--- src/dax_pkg.sv ---
package dax_pkg;

   // Register map, byte addresses on the APB slave.
   localparam logic [11:0] DAX_AUTOBUF_CTRL_OFFS = 12'h000;
   localparam logic [11:0] DAX_INT_MASK_OFFS     = 12'h004;
   localparam logic [11:0] DAX_INT_STATUS_OFFS   = 12'h008;
   localparam logic [11:0] DAX_ALU_RESULT_OFFS   = 12'h00c;
   localparam logic [11:0] DAX_ALU_FEEDBACK_OFFS = 12'h010;
   localparam logic [11:0] DAX_ALU_FLAGS_OFFS    = 12'h014;
   localparam logic [11:0] DAX_MAC_LOW_OFFS      = 12'h018;
   localparam logic [11:0] DAX_MAC_MID_OFFS      = 12'h01c;
   localparam logic [11:0] DAX_MAC_HIGH_OFFS     = 12'h020;

   // Field positions and reset values.
   localparam int          DAX_BIAS_BIT          = 12;
   localparam logic [15:0] DAX_AUTOBUF_RST       = 16'h0000;
   localparam logic [15:0] DAX_INT_MASK_RST      = 16'h0000;
   localparam logic        DAX_GIE_RST           = 1'b1;
   localparam logic [15:0] DAX_HALF_CODE         = 16'h8000;

   // ALU function codes.
   typedef enum logic [3:0]
   {
      DAX_FN_ADD    = 4'h0,
      DAX_FN_ADDC   = 4'h1,
      DAX_FN_SUBXY  = 4'h2,
      DAX_FN_SUBXYB = 4'h3,
      DAX_FN_SUBYX  = 4'h4,
      DAX_FN_SUBYXB = 4'h5,
      DAX_FN_AND    = 4'h6,
      DAX_FN_OR     = 4'h7,
      DAX_FN_XOR    = 4'h8,
      DAX_FN_PASSY  = 4'h9,
      DAX_FN_PASSX  = 4'ha,
      DAX_FN_NEGY   = 4'hb,
      DAX_FN_NOTX   = 4'hc,
      DAX_FN_ABSX   = 4'hd,
      DAX_FN_DIVIDE_SIGN_STEP   = 4'he,
      DAX_FN_DIVIDE_QUOTIENT_STEP   = 4'hf
   } dax_alu_fn_type;

   // MAC operations.
   typedef enum logic [1:0]
   {
      DAX_MAC_MUL = 2'b00,
      DAX_MAC_ADD = 2'b01,
      DAX_MAC_SUB = 2'b10,
      DAX_MAC_RND = 2'b11
   } dax_mac_op_type;

endpackage

--- src/dax_alu_mac.sv ---
`timescale 1ns/10ps
// Summary of operation
// - A result-free ALU operation updates the flags but leaves the result and feedback registers alone.
// - Result-free form takes only unconditional base ALU operations, never divide steps or constants.
// - The MAC can use the X operand as the Y operand too, for squaring and sum of squares.
// - The rounding bias select bit picks unbiased rounding at 0 and biased rounding at 1.
// - In biased mode a low word of exactly 0x8000 always rounds up.
// - In unbiased mode a halfway low word rounds up only when the middle word is odd.
// - Both modes round the same whenever the low word is not the halfway code.
// - The rounding bias select sits at bit twelve of the serial port zero autobuffer control.
// - Global interrupt enable is set after reset.
// - The enable instruction resumes servicing of every unmasked interrupt, except when a disable instruction arrives in the same cycle, which wins.
// - The disable instruction blocks all servicing except autobuffer transfers, without touching the source mask register.
// - Autobuffer transfers run whether global interrupts are enabled or not.
// - The global disable also blocks the powerdown interrupt.
module dax_alu_mac
   import dax_pkg::*;
#(
   parameter int NUM_IRQ = 8
)
(
   input  wire logic                 clk_i,
   input  wire logic                 nrst_i,
   input  wire logic                 psel_i,
   input  wire logic                 penable_i,
   input  wire logic                 pwrite_i,
   input  wire logic [11:0]          paddr_i,
   input  wire logic [31:0]          pwdata_i,
   output logic      [31:0]          prdata_o,
   output logic                      pready_o,
   output logic                      pslverr_o,
   input  wire logic                 alu_valid_i,
   input  wire logic                 alu_result_free_i,
   input  wire logic                 alu_cond_true_i,
   input  wire logic                 alu_to_feedback_i,
   input  wire logic                 alu_use_const_i,
   input  wire dax_alu_fn_type       alu_fn_i,
   input  wire logic [15:0]          alu_x_i,
   input  wire logic [15:0]          alu_y_i,
   output logic                      alu_illegal_o,
   input  wire logic                 mac_valid_i,
   input  wire logic                 mac_cond_true_i,
   input  wire logic                 mac_square_i,
   input  wire logic                 mac_uu_i,
   input  wire dax_mac_op_type       mac_op_i,
   input  wire logic [15:0]          mac_x_i,
   input  wire logic [15:0]          mac_y_i,
   input  wire logic                 global_interrupt_enable_instr_i,
   input  wire logic                 global_interrupt_disable_instr_i,
   input  wire logic [NUM_IRQ-1:0]   irq_pending_i,
   input  wire logic                 powerdown_req_i,
   input  wire logic                 autobuf_req_i,
   output logic      [NUM_IRQ-1:0]   irq_service_o,
   output logic                      powerdown_service_o,
   output logic                      autobuf_service_o,
   output logic      [15:0]          alu_result_o,
   output logic      [39:0]          mac_result_o
);

   logic [15:0] autobuf_ctrl_reg;
   logic [15:0] interrupt_source_mask_register_reg;
   logic        gie_reg;
   logic [15:0] alu_result_register_reg;
   logic [15:0] alu_feedback_register_reg;
   logic [3:0]  alu_flags_reg;
   logic [39:0] mac_result_register_reg;
   logic        rounding_bias_select;
   logic        apb_wr;
   logic        apb_rd;
   logic        mask_wr;

   // The bus answers in the access cycle itself, so pready is always high.
   assign pready_o  = 1'b1;
   assign apb_wr    = psel_i & penable_i & pwrite_i;
   assign apb_rd    = psel_i & ~pwrite_i;
   assign mask_wr   = apb_wr & (paddr_i == DAX_INT_MASK_OFFS);
   assign rounding_bias_select = autobuf_ctrl_reg[DAX_BIAS_BIT];

   // Software-written control registers.
   always_ff @(posedge clk_i or negedge nrst_i)
   begin
      if (!nrst_i)
      begin
         autobuf_ctrl_reg                   <= DAX_AUTOBUF_RST;
         interrupt_source_mask_register_reg <= DAX_INT_MASK_RST;
      end
      else if (apb_wr)
      begin
         if (paddr_i == DAX_AUTOBUF_CTRL_OFFS)
            autobuf_ctrl_reg <= pwdata_i[15:0];
         if (paddr_i == DAX_INT_MASK_OFFS)
            interrupt_source_mask_register_reg <= pwdata_i[15:0];
      end
   end

   // Read mux; unmapped addresses read zero and report an error.
   always_ff @(posedge clk_i or negedge nrst_i)
   begin
      if (!nrst_i)
      begin
         prdata_o <= 32'h0000_0000;
      end
      else if (apb_rd && !penable_i)
      begin
         unique case (paddr_i)
            DAX_AUTOBUF_CTRL_OFFS: prdata_o <= {16'h0000, autobuf_ctrl_reg};
            DAX_INT_MASK_OFFS:     prdata_o <= {16'h0000, interrupt_source_mask_register_reg};
            DAX_INT_STATUS_OFFS:   prdata_o <= {31'h0000_0000, gie_reg};
            DAX_ALU_RESULT_OFFS:   prdata_o <= {16'h0000, alu_result_register_reg};
            DAX_ALU_FEEDBACK_OFFS: prdata_o <= {16'h0000, alu_feedback_register_reg};
            DAX_ALU_FLAGS_OFFS:    prdata_o <= {28'h000_0000, alu_flags_reg};
            DAX_MAC_LOW_OFFS:      prdata_o <= {16'h0000, mac_result_register_reg[15:0]};
            DAX_MAC_MID_OFFS:      prdata_o <= {16'h0000, mac_result_register_reg[31:16]};
            DAX_MAC_HIGH_OFFS:     prdata_o <= {24'h00_0000, mac_result_register_reg[39:32]};
            default:               prdata_o <= 32'h0000_0000;
         endcase
      end
   end

   // Error flag is valid in the access cycle.
   always_comb
   begin
      pslverr_o = 1'b0;
      if (psel_i && penable_i && paddr_i > DAX_MAC_HIGH_OFFS)
         pslverr_o = 1'b1;
      if (psel_i && penable_i && paddr_i[1:0] != 2'b00)
         pslverr_o = 1'b1;
   end

   // ALU compute; flags are zero, negative, carry, overflow.
   logic [16:0] alu_sum;
   logic [15:0] alu_val;
   logic        alu_ovf;
   logic        alu_do;
   logic        alu_illegal;
   always_comb
   begin
      alu_sum = 17'h0_0000;
      alu_ovf = 1'b0;
      unique case (alu_fn_i)
         DAX_FN_ADD:    alu_sum = {1'b0, alu_x_i} + {1'b0, alu_y_i};
         DAX_FN_ADDC:   alu_sum = {1'b0, alu_x_i} + {1'b0, alu_y_i} + {16'h0000, alu_flags_reg[1]};
         DAX_FN_SUBXY:  alu_sum = {1'b0, alu_x_i} + {1'b0, ~alu_y_i} + 17'h0_0001;
         DAX_FN_SUBXYB: alu_sum = {1'b0, alu_x_i} + {1'b0, ~alu_y_i} + {16'h0000, alu_flags_reg[1]};
         DAX_FN_SUBYX:  alu_sum = {1'b0, alu_y_i} + {1'b0, ~alu_x_i} + 17'h0_0001;
         DAX_FN_SUBYXB: alu_sum = {1'b0, alu_y_i} + {1'b0, ~alu_x_i} + {16'h0000, alu_flags_reg[1]};
         DAX_FN_AND:    alu_sum = {1'b0, alu_x_i & alu_y_i};
         DAX_FN_OR:     alu_sum = {1'b0, alu_x_i | alu_y_i};
         DAX_FN_XOR:    alu_sum = {1'b0, alu_x_i ^ alu_y_i};
         DAX_FN_PASSY:  alu_sum = {1'b0, alu_y_i};
         DAX_FN_PASSX:  alu_sum = {1'b0, alu_x_i};
         DAX_FN_NEGY:   alu_sum = {1'b0, ~alu_y_i} + 17'h0_0001;
         DAX_FN_NOTX:   alu_sum = {1'b0, ~alu_x_i};
         DAX_FN_ABSX:   alu_sum = alu_x_i[15] ? ({1'b0, ~alu_x_i} + 17'h0_0001) : {1'b0, alu_x_i};
         default:       alu_sum = {1'b0, alu_x_i};
      endcase
      alu_val = alu_sum[15:0];
      if (alu_fn_i inside {DAX_FN_ADD, DAX_FN_ADDC})
         alu_ovf = (alu_x_i[15] == alu_y_i[15]) && (alu_val[15] != alu_x_i[15]);
   end

   // Result-free form refuses conditions, divide steps and extended constants.
   assign alu_illegal = alu_result_free_i & (~alu_cond_true_i | alu_use_const_i
                        | alu_fn_i == DAX_FN_DIVIDE_SIGN_STEP | alu_fn_i == DAX_FN_DIVIDE_QUOTIENT_STEP);
   assign alu_do      = alu_valid_i & alu_cond_true_i & ~alu_illegal;

   // ALU registers; a result-free op writes flags only.
   always_ff @(posedge clk_i or negedge nrst_i)
   begin
      if (!nrst_i)
      begin
         alu_result_register_reg   <= 16'h0000;
         alu_feedback_register_reg <= 16'h0000;
         alu_flags_reg             <= 4'h0;
         alu_illegal_o             <= 1'b0;
      end
      else
      begin
         alu_illegal_o <= alu_valid_i & alu_illegal;
         if (alu_do)
         begin
            alu_flags_reg <= {alu_val == 16'h0000, alu_val[15], alu_sum[16], alu_ovf};
            if (!alu_result_free_i && alu_to_feedback_i)
               alu_feedback_register_reg <= alu_val;
            else if (!alu_result_free_i)
               alu_result_register_reg <= alu_val;
         end
      end
   end

   // Multiplier; squaring feeds the X operand to both inputs.
   logic [15:0] mul_y;
   logic [39:0] product;
   logic [39:0] mac_next;
   logic        low_half;
   logic [31:0] prod_ss;
   assign mul_y    = mac_square_i ? mac_x_i : mac_y_i;
   // Both factors are sign-extended first so the full 32-bit product survives.
   assign prod_ss  = $signed({{16{mac_x_i[15]}}, mac_x_i}) * $signed({{16{mul_y[15]}}, mul_y});
   assign low_half = mac_result_register_reg[15:0] == DAX_HALF_CODE;
   always_comb
   begin
      if (mac_uu_i)
         product = {8'h00, {16'h0000, mac_x_i} * {16'h0000, mul_y}};
      else
         product = {{8{prod_ss[31]}}, prod_ss};
      mac_next = mac_result_register_reg;
      unique case (mac_op_i)
         DAX_MAC_MUL: mac_next = product;
         DAX_MAC_ADD: mac_next = mac_result_register_reg + product;
         DAX_MAC_SUB: mac_next = mac_result_register_reg - product;
         DAX_MAC_RND:
         begin
            mac_next = mac_result_register_reg + {24'h00_0000, DAX_HALF_CODE};
            if (low_half && !rounding_bias_select)
               mac_next[16] = 1'b0;
         end
      endcase
   end

   // MAC result register, loaded on a true conditional op.
   always_ff @(posedge clk_i or negedge nrst_i)
   begin
      if (!nrst_i)
         mac_result_register_reg <= 40'h00_0000_0000;
      else if (mac_valid_i && mac_cond_true_i)
         mac_result_register_reg <= mac_next;
   end

   // Global interrupt enable; the instructions never touch the mask register.
   always_ff @(posedge clk_i or negedge nrst_i)
   begin
      if (!nrst_i)
         gie_reg <= DAX_GIE_RST;
      else if (global_interrupt_disable_instr_i)
         gie_reg <= 1'b0;
      else if (global_interrupt_enable_instr_i)
         gie_reg <= 1'b1;
   end

   // Service gating; autobuffer bypasses the global enable deliberately.
   assign irq_service_o       = irq_pending_i & interrupt_source_mask_register_reg[NUM_IRQ-1:0]
                                & {NUM_IRQ{gie_reg}};
   assign powerdown_service_o = powerdown_req_i & gie_reg;
   assign autobuf_service_o   = autobuf_req_i;
   assign alu_result_o        = alu_result_register_reg;
   assign mac_result_o        = mac_result_register_reg;

   property p_result_free_keeps;
      @(posedge clk_i) disable iff (!nrst_i)
      alu_valid_i && alu_result_free_i |=> $stable(alu_result_register_reg)
         && $stable(alu_feedback_register_reg);
   endproperty
   a_result_free_keeps: assert property (p_result_free_keeps)
      else $error("Result-free op changed a result register.");

   property p_illegal_flagged;
      @(posedge clk_i) disable iff (!nrst_i)
      alu_valid_i && alu_result_free_i && (alu_fn_i == DAX_FN_DIVIDE_SIGN_STEP) |=> alu_illegal_o
         && $stable(alu_flags_reg);
   endproperty
   a_illegal_flagged: assert property (p_illegal_flagged)
      else $error("Divide step in result-free form was not refused.");

   property p_square;
      @(posedge clk_i) disable iff (!nrst_i)
      mac_valid_i && mac_cond_true_i && mac_square_i && mac_op_i == DAX_MAC_MUL && mac_uu_i
         |=> mac_result_register_reg
         == {8'h00, {16'h0000, $past(mac_x_i)} * {16'h0000, $past(mac_x_i)}};
   endproperty
   a_square: assert property (p_square)
      else $error("Square result wrong.");

   property p_biased_up;
      @(posedge clk_i) disable iff (!nrst_i)
      mac_valid_i && mac_cond_true_i && mac_op_i == DAX_MAC_RND && low_half
         && rounding_bias_select |=> mac_result_register_reg[31:16]
         == $past(mac_result_register_reg[31:16]) + 16'h0001;
   endproperty
   a_biased_up: assert property (p_biased_up)
      else $error("Biased halfway rounding did not round up.");

   property p_unbiased_even;
      @(posedge clk_i) disable iff (!nrst_i)
      mac_valid_i && mac_cond_true_i && mac_op_i == DAX_MAC_RND && low_half
         && !rounding_bias_select |=> mac_result_register_reg[16] == 1'b0;
   endproperty
   a_unbiased_even: assert property (p_unbiased_even)
      else $error("Unbiased halfway rounding left an odd middle word.");

   property p_non_half_same;
      @(posedge clk_i) disable iff (!nrst_i)
      mac_valid_i && mac_cond_true_i && mac_op_i == DAX_MAC_RND && !low_half
         |=> mac_result_register_reg == $past(mac_result_register_reg) + 40'h00_0000_8000;
   endproperty
   a_non_half_same: assert property (p_non_half_same)
      else $error("Non-halfway rounding differs from plain add.");

   property p_disable_blocks;
      @(posedge clk_i) disable iff (!nrst_i)
      global_interrupt_disable_instr_i |=> (irq_service_o == '0) && !powerdown_service_o
         && ($stable(interrupt_source_mask_register_reg) || $past(mask_wr));
   endproperty
   a_disable_blocks: assert property (p_disable_blocks)
      else $error("Interrupt serviced after global disable.");

   property p_enable_resumes;
      @(posedge clk_i) disable iff (!nrst_i)
      global_interrupt_enable_instr_i && !global_interrupt_disable_instr_i |=> irq_service_o
         == (irq_pending_i & interrupt_source_mask_register_reg[NUM_IRQ-1:0]);
   endproperty
   a_enable_resumes: assert property (p_enable_resumes)
      else $error("Unmasked interrupt not serviced after enable.");

   property p_autobuf;
      @(posedge clk_i) disable iff (!nrst_i)
      autobuf_req_i && !gie_reg |-> autobuf_service_o;
   endproperty
   a_autobuf: assert property (p_autobuf)
      else $error("Autobuffer blocked by global disable.");

   property p_const_refused;
      @(posedge clk_i) disable iff (!nrst_i)
      alu_valid_i && alu_result_free_i && alu_use_const_i |=> alu_illegal_o
         && $stable(alu_flags_reg) && $stable(alu_result_register_reg);
   endproperty
   a_const_refused: assert property (p_const_refused)
      else $error("Constant operation in result-free form was not refused.");

   property p_powerdown_gated;
      @(posedge clk_i) disable iff (!nrst_i)
      powerdown_req_i && !gie_reg |-> !powerdown_service_o;
   endproperty
   a_powerdown_gated: assert property (p_powerdown_gated)
      else $error("Powerdown interrupt serviced while globally disabled.");

   c_square_acc: cover property (@(posedge clk_i) disable iff (!nrst_i)
      mac_valid_i && mac_square_i && mac_op_i == DAX_MAC_ADD);
   c_biased_half: cover property (@(posedge clk_i) disable iff (!nrst_i)
      mac_valid_i && mac_op_i == DAX_MAC_RND && low_half && rounding_bias_select);
   c_result_free: cover property (@(posedge clk_i) disable iff (!nrst_i)
      alu_do && alu_result_free_i);
   c_dis_en: cover property (@(posedge clk_i) disable iff (!nrst_i)
      global_interrupt_disable_instr_i ##[1:20] global_interrupt_enable_instr_i);
   c_unbiased_half: cover property (@(posedge clk_i) disable iff (!nrst_i)
      mac_valid_i && mac_op_i == DAX_MAC_RND && low_half && !rounding_bias_select);

endmodule

--- config.mk ---
export PLATFORM = sky130hd
export DESIGN_NAME = dax_alu_mac
export DESIGN_NICKNAME = d
export VERILOG_FILES = /design/src/dax_pkg.sv /design/src/dax_alu_mac.sv
export SDC_FILE = /design/constraint.sdc
export NUM_CORES = 2
export LEC_CHECK = 0
export BUFFER_PORTS_ARGS = -buffer_cell sky130_fd_sc_hd__buf_2
export CAP_MARGIN = 10
export CORE_ASPECT_RATIO = 1.4
export CORE_MARGIN = 2
export CORE_UTILIZATION = 45
export DETAILED_ROUTE_END_ITERATION = 16
export PLACE_DENSITY_LB_ADDON = 0.12
export SLEW_MARGIN = 15
export SYNTH_ARGS = -nofsm -noshare
export SYNTH_HDL_FRONTEND = slang
export SYNTH_SLANG_ARGS = --single-unit
export TNS_END_PERCENT = 20
--- constraint.sdc ---
create_clock -name clk_i -period 5.4 [get_ports clk_i]
set_clock_uncertainty 0.2 [all_clocks]
set_input_delay 0.54 -clock clk_i [delete_from_list [all_inputs] [get_ports clk_i]]
set_output_delay 0.54 -clock clk_i [all_outputs]
set_load 0.1 [all_outputs]
==> metrics.json <==
{
  "setup_path": {
    "r2r.worst_path.cells": 15,
    "critical_path.reg2reg.endpoint": "mac_result_o[26]",
    "ff2ff_setup_slack_ns": 1.26,
    "worst-endpoint-arrival_ns": 9.47,
    "critical_path_buf_inv_count": 13,
    "largest_fanout_of_any_net_on_the_critical_path": 7,
    "critical-path-slowest-cell": "sky130_fd_sc_hd__fa_2",
    "critPathCaptureType": "flop",
    "cp_data_required_time_ns": 5.53,
    "r2r_start": "mac_result_o[0]",
    "critPathTopFamily": "adder cells",
    "critical_path_depth": 43,
    "max_stage_delay_ns": 0.59,
    "worstSetupPathType": "in -> reg",
    "cp_launch_type": "input pin"
  },
  "drt": {
    "wire_per_inst_um": 21.7,
    "drt_pre_antenna_iters": 6,
    "viasPerCell": 5.75,
    "route.detailed.drc": 0,
    "route.antenna.remaining_nets": 0,
    "vias": 30000,
    "detail_route.wirelength_mm": 113,
    "drt-initial-drc-count": 2004
  },
  "finish": {
    "layout.cells.non_filler": 5209,
    "final.fill_count": 6316,
    "final_layout_size_suffix_gt1_share_pct": 28.5,
    "final_common_cell": "sky130_fd_sc_hd__buf_4",
    "multi_input_area_um2": 25900,
    "finalCoreUtilization_pct": 57.5,
    "final_nets": 5106,
    "largest_register_ff_count": 40,
    "regArea_um2": 3150,
    "layout.cells.most_common_list": "sky130_fd_sc_hd__buf_4 (594), sky130_fd_sc_hd__inv_1 (532), sky130_fd_sc_hd__fa_1 (353)",
    "area.growth.synth_to_final_pct": 27.1
  },
  "timing": {
    "setup_repair_after_global_routing_missed_its_margin": "true",
    "number_of_failing_setup_endpoints_in_the_final_timing_report": 35,
    "timing.hold.ws_ns": -0.0174,
    "max_slew_margin_pct": 21.4,
    "max_freq_mhz": 107,
    "worst_slack_ns": -3.94,
    "slew_at_the_pin_closest_to_its_max_slew_limit_ns": 1.17,
    "final.period_utilization_pct": 173,
    "final_hold_viol_count": 25,
    "final-max-slew-violation-count": 0,
    "finalCriticalPeriod_ns": 9.34
  },
  "logic_synthesis": {
    "syn_area_per_cell_um2": 8.41,
    "synth_seq_cells": 126,
    "synth-async-reset-ratio_pct": 100,
    "post_synth_instance_area_um2": 30600,
    "synthesis.yosys.warnings": 0,
    "postSynthCellCount": 3639,
    "post_synth_edffs": 0,
    "ys_types": 128,
    "yosys_most_used_dff": "sky130_fd_sc_hd__dfrtp_1",
    "synth.yosys.seq_area_share_pct": 10.3
  },
  "floorplan": {
    "initial_core_util_pct": 45.3,
    "floorplan.die.height_um": 313,
    "floorplan.die_area_um2": 70100,
    "core_region_area_um2": 67600,
    "io-pin-count": 241,
    "die_w_um": 224,
    "total_number_of_placement_rows": 113
  },
  "run": {
    "drv.max_cap_violation_count": 0
  },
  "global_routing": {
    "groute.usage.overall_pct": 32.6,
    "grt_antenna_before_repair": 1,
    "overall_overflow_remaining_after_global_route": 0,
    "first_global_vias": 31500,
    "grt_first_pass_wirelength_mm": 178,
    "maximum_number_of_pins_on_one_net_before_global_route_repair": 88
  },
  "clocking": {
    "clock_latency_at_the_later_pin_of_the_worst_skew_pair_ns": 0.45,
    "clk_pin_slew_ns": 0.06,
    "numClockSinks": 126,
    "cts-buffers-inserted": 17,
    "clock_path_buffers": 2,
    "cts.root.buffer_cell": "sky130_fd_sc_hd__clkbuf_16",
    "h-tree-depth": 4,
    "tritoncts": "yes"
  },
  "outcome": {
    "violations": "negative hold slack, negative setup slack",
    "result_of_the_run": "complete, but fails checks"
  },
  "min_path": {
    "hold_class": "in -> async"
  },
  "placement": {
    "place_congestion": 0.988,
    "placedCellCount": 5129,
    "count_of_port_buffers_added_during_placement": 205,
    "dp_hpwl_mm": 93.2
  }
}
kinds of logic after synthesis:
group           synth area share (%)
simple gates                    16.8
compound gates                  20.1
buf+inv                         9.47
fa+ha+maj                       35.0
xor+xnor                        4.98
flops                           10.3
mux                             3.28
other cells                   0.0245
worst register-to-register path, stage by stage (launching register included):
cell	delay, ns
sky130_fd_sc_hd__dfrtp_1	0.53
sky130_fd_sc_hd__inv_1	0.11
sky130_fd_sc_hd__ha_1	0.24
sky130_fd_sc_hd__fa_1	0.39
sky130_fd_sc_hd__nor2b_1	0.17
sky130_fd_sc_hd__o21ai_0	0.12
sky130_fd_sc_hd__a21boi_0	0.26
sky130_fd_sc_hd__o21ai_0	0.16
sky130_fd_sc_hd__a31oi_1	0.38
sky130_fd_sc_hd__a31oi_2	0.19
sky130_fd_sc_hd__a31oi_1	0.39
sky130_fd_sc_hd__a21o_1	0.18
sky130_fd_sc_hd__a21oi_1	0.07
sky130_fd_sc_hd__xnor2_1	0.13
sky130_fd_sc_hd__a221oi_2	0.37
sky130_fd_sc_hd__o21ai_0	0.13
timing repair:
item	CTS	global route
buffers inserted	21	23
gates resized for setup	125	84
pin swaps	98	70
hold buffers	1	0
endpoints found under the hold margin	1	0
setup endpoints to repair	35	36
cloned	3	1
worst max path at each step:
stage	end	slack, ns	start
global route	mac_result_o[39]	-4.36	mac_square_i
global placement	mac_result_o[39]	-4.72	mac_square_i
finish	mac_result_o[39]	-3.94	mac_square_i
detailed placement	mac_result_o[39]	-4.80	mac_square_i
floorplan	mac_result_o[39]	-3.85	mac_square_i
CTS	mac_result_o[39]	-3.87	mac_square_i
final cells by class:
cell class                      instances  share of cell area, %
Inverter                              558                   5.39
Tap cell                              862                   2.77
Multi-Input combinational cell       2797                   66.7
Clock buffer                           21                   1.21
Antenna cell                            2                 0.0129
Timing Repair Buffer                  832                   15.5
Sequential cell                       126                   8.11
Clock inverter                         11                  0.335
cells in the mapped netlist, types with 47 or more instances:
cell type | count | area [µm²]
sky130_fd_sc_hd__ha_1 | 264 | 3300
sky130_fd_sc_hd__nor2b_1 | 71 | 444
sky130_fd_sc_hd__xor2_1 | 59 | 517
sky130_fd_sc_hd__a221oi_1 | 47 | 412
sky130_fd_sc_hd__inv_1 | 553 | 2080
sky130_fd_sc_hd__nor2_1 | 207 | 777
sky130_fd_sc_hd__nand2_1 | 321 | 1200
sky130_fd_sc_hd__clkbuf_1 | 129 | 484
sky130_fd_sc_hd__dfrtp_1 | 125 | 3130
sky130_fd_sc_hd__and2_1 | 82 | 513
sky130_fd_sc_hd__a21o_1 | 59 | 443
sky130_fd_sc_hd__a21oi_1 | 165 | 826
sky130_fd_sc_hd__o21ai_0 | 144 | 721
sky130_fd_sc_hd__nand3_1 | 53 | 265
sky130_fd_sc_hd__mux2_2 | 65 | 732
sky130_fd_sc_hd__fa_1 | 370 | 7410
sky130_fd_sc_hd__nor3_1 | 63 | 315
sky130_fd_sc_hd__xnor2_1 | 115 | 1010
stage by stage:
step	TNS, ns	area, µm²	setup WS (ns)
after CTS	-99.06	38300	-3.87
final	-100.88	38900	-3.94
after global routing	-114.33	38900	-4.36
after detailed placement	-126.05	37000	-4.80
after global placement	-125.84	37000	-4.72
after floorplan	-92.50	31300	-3.85
per-layer routing:
metal,vias up,track usage [%],share of wire [%]
met2,1059,57.9,50
met5,-,0,0
li1,13800,-,-
met3,367,3.32,4.9
met1,14700,38.5,38
met4,0,18.0,6.6
Power is left out: the tool's default activity adds up to more than one toggle a clock period on the data nets, which glitch-free logic cannot reach.
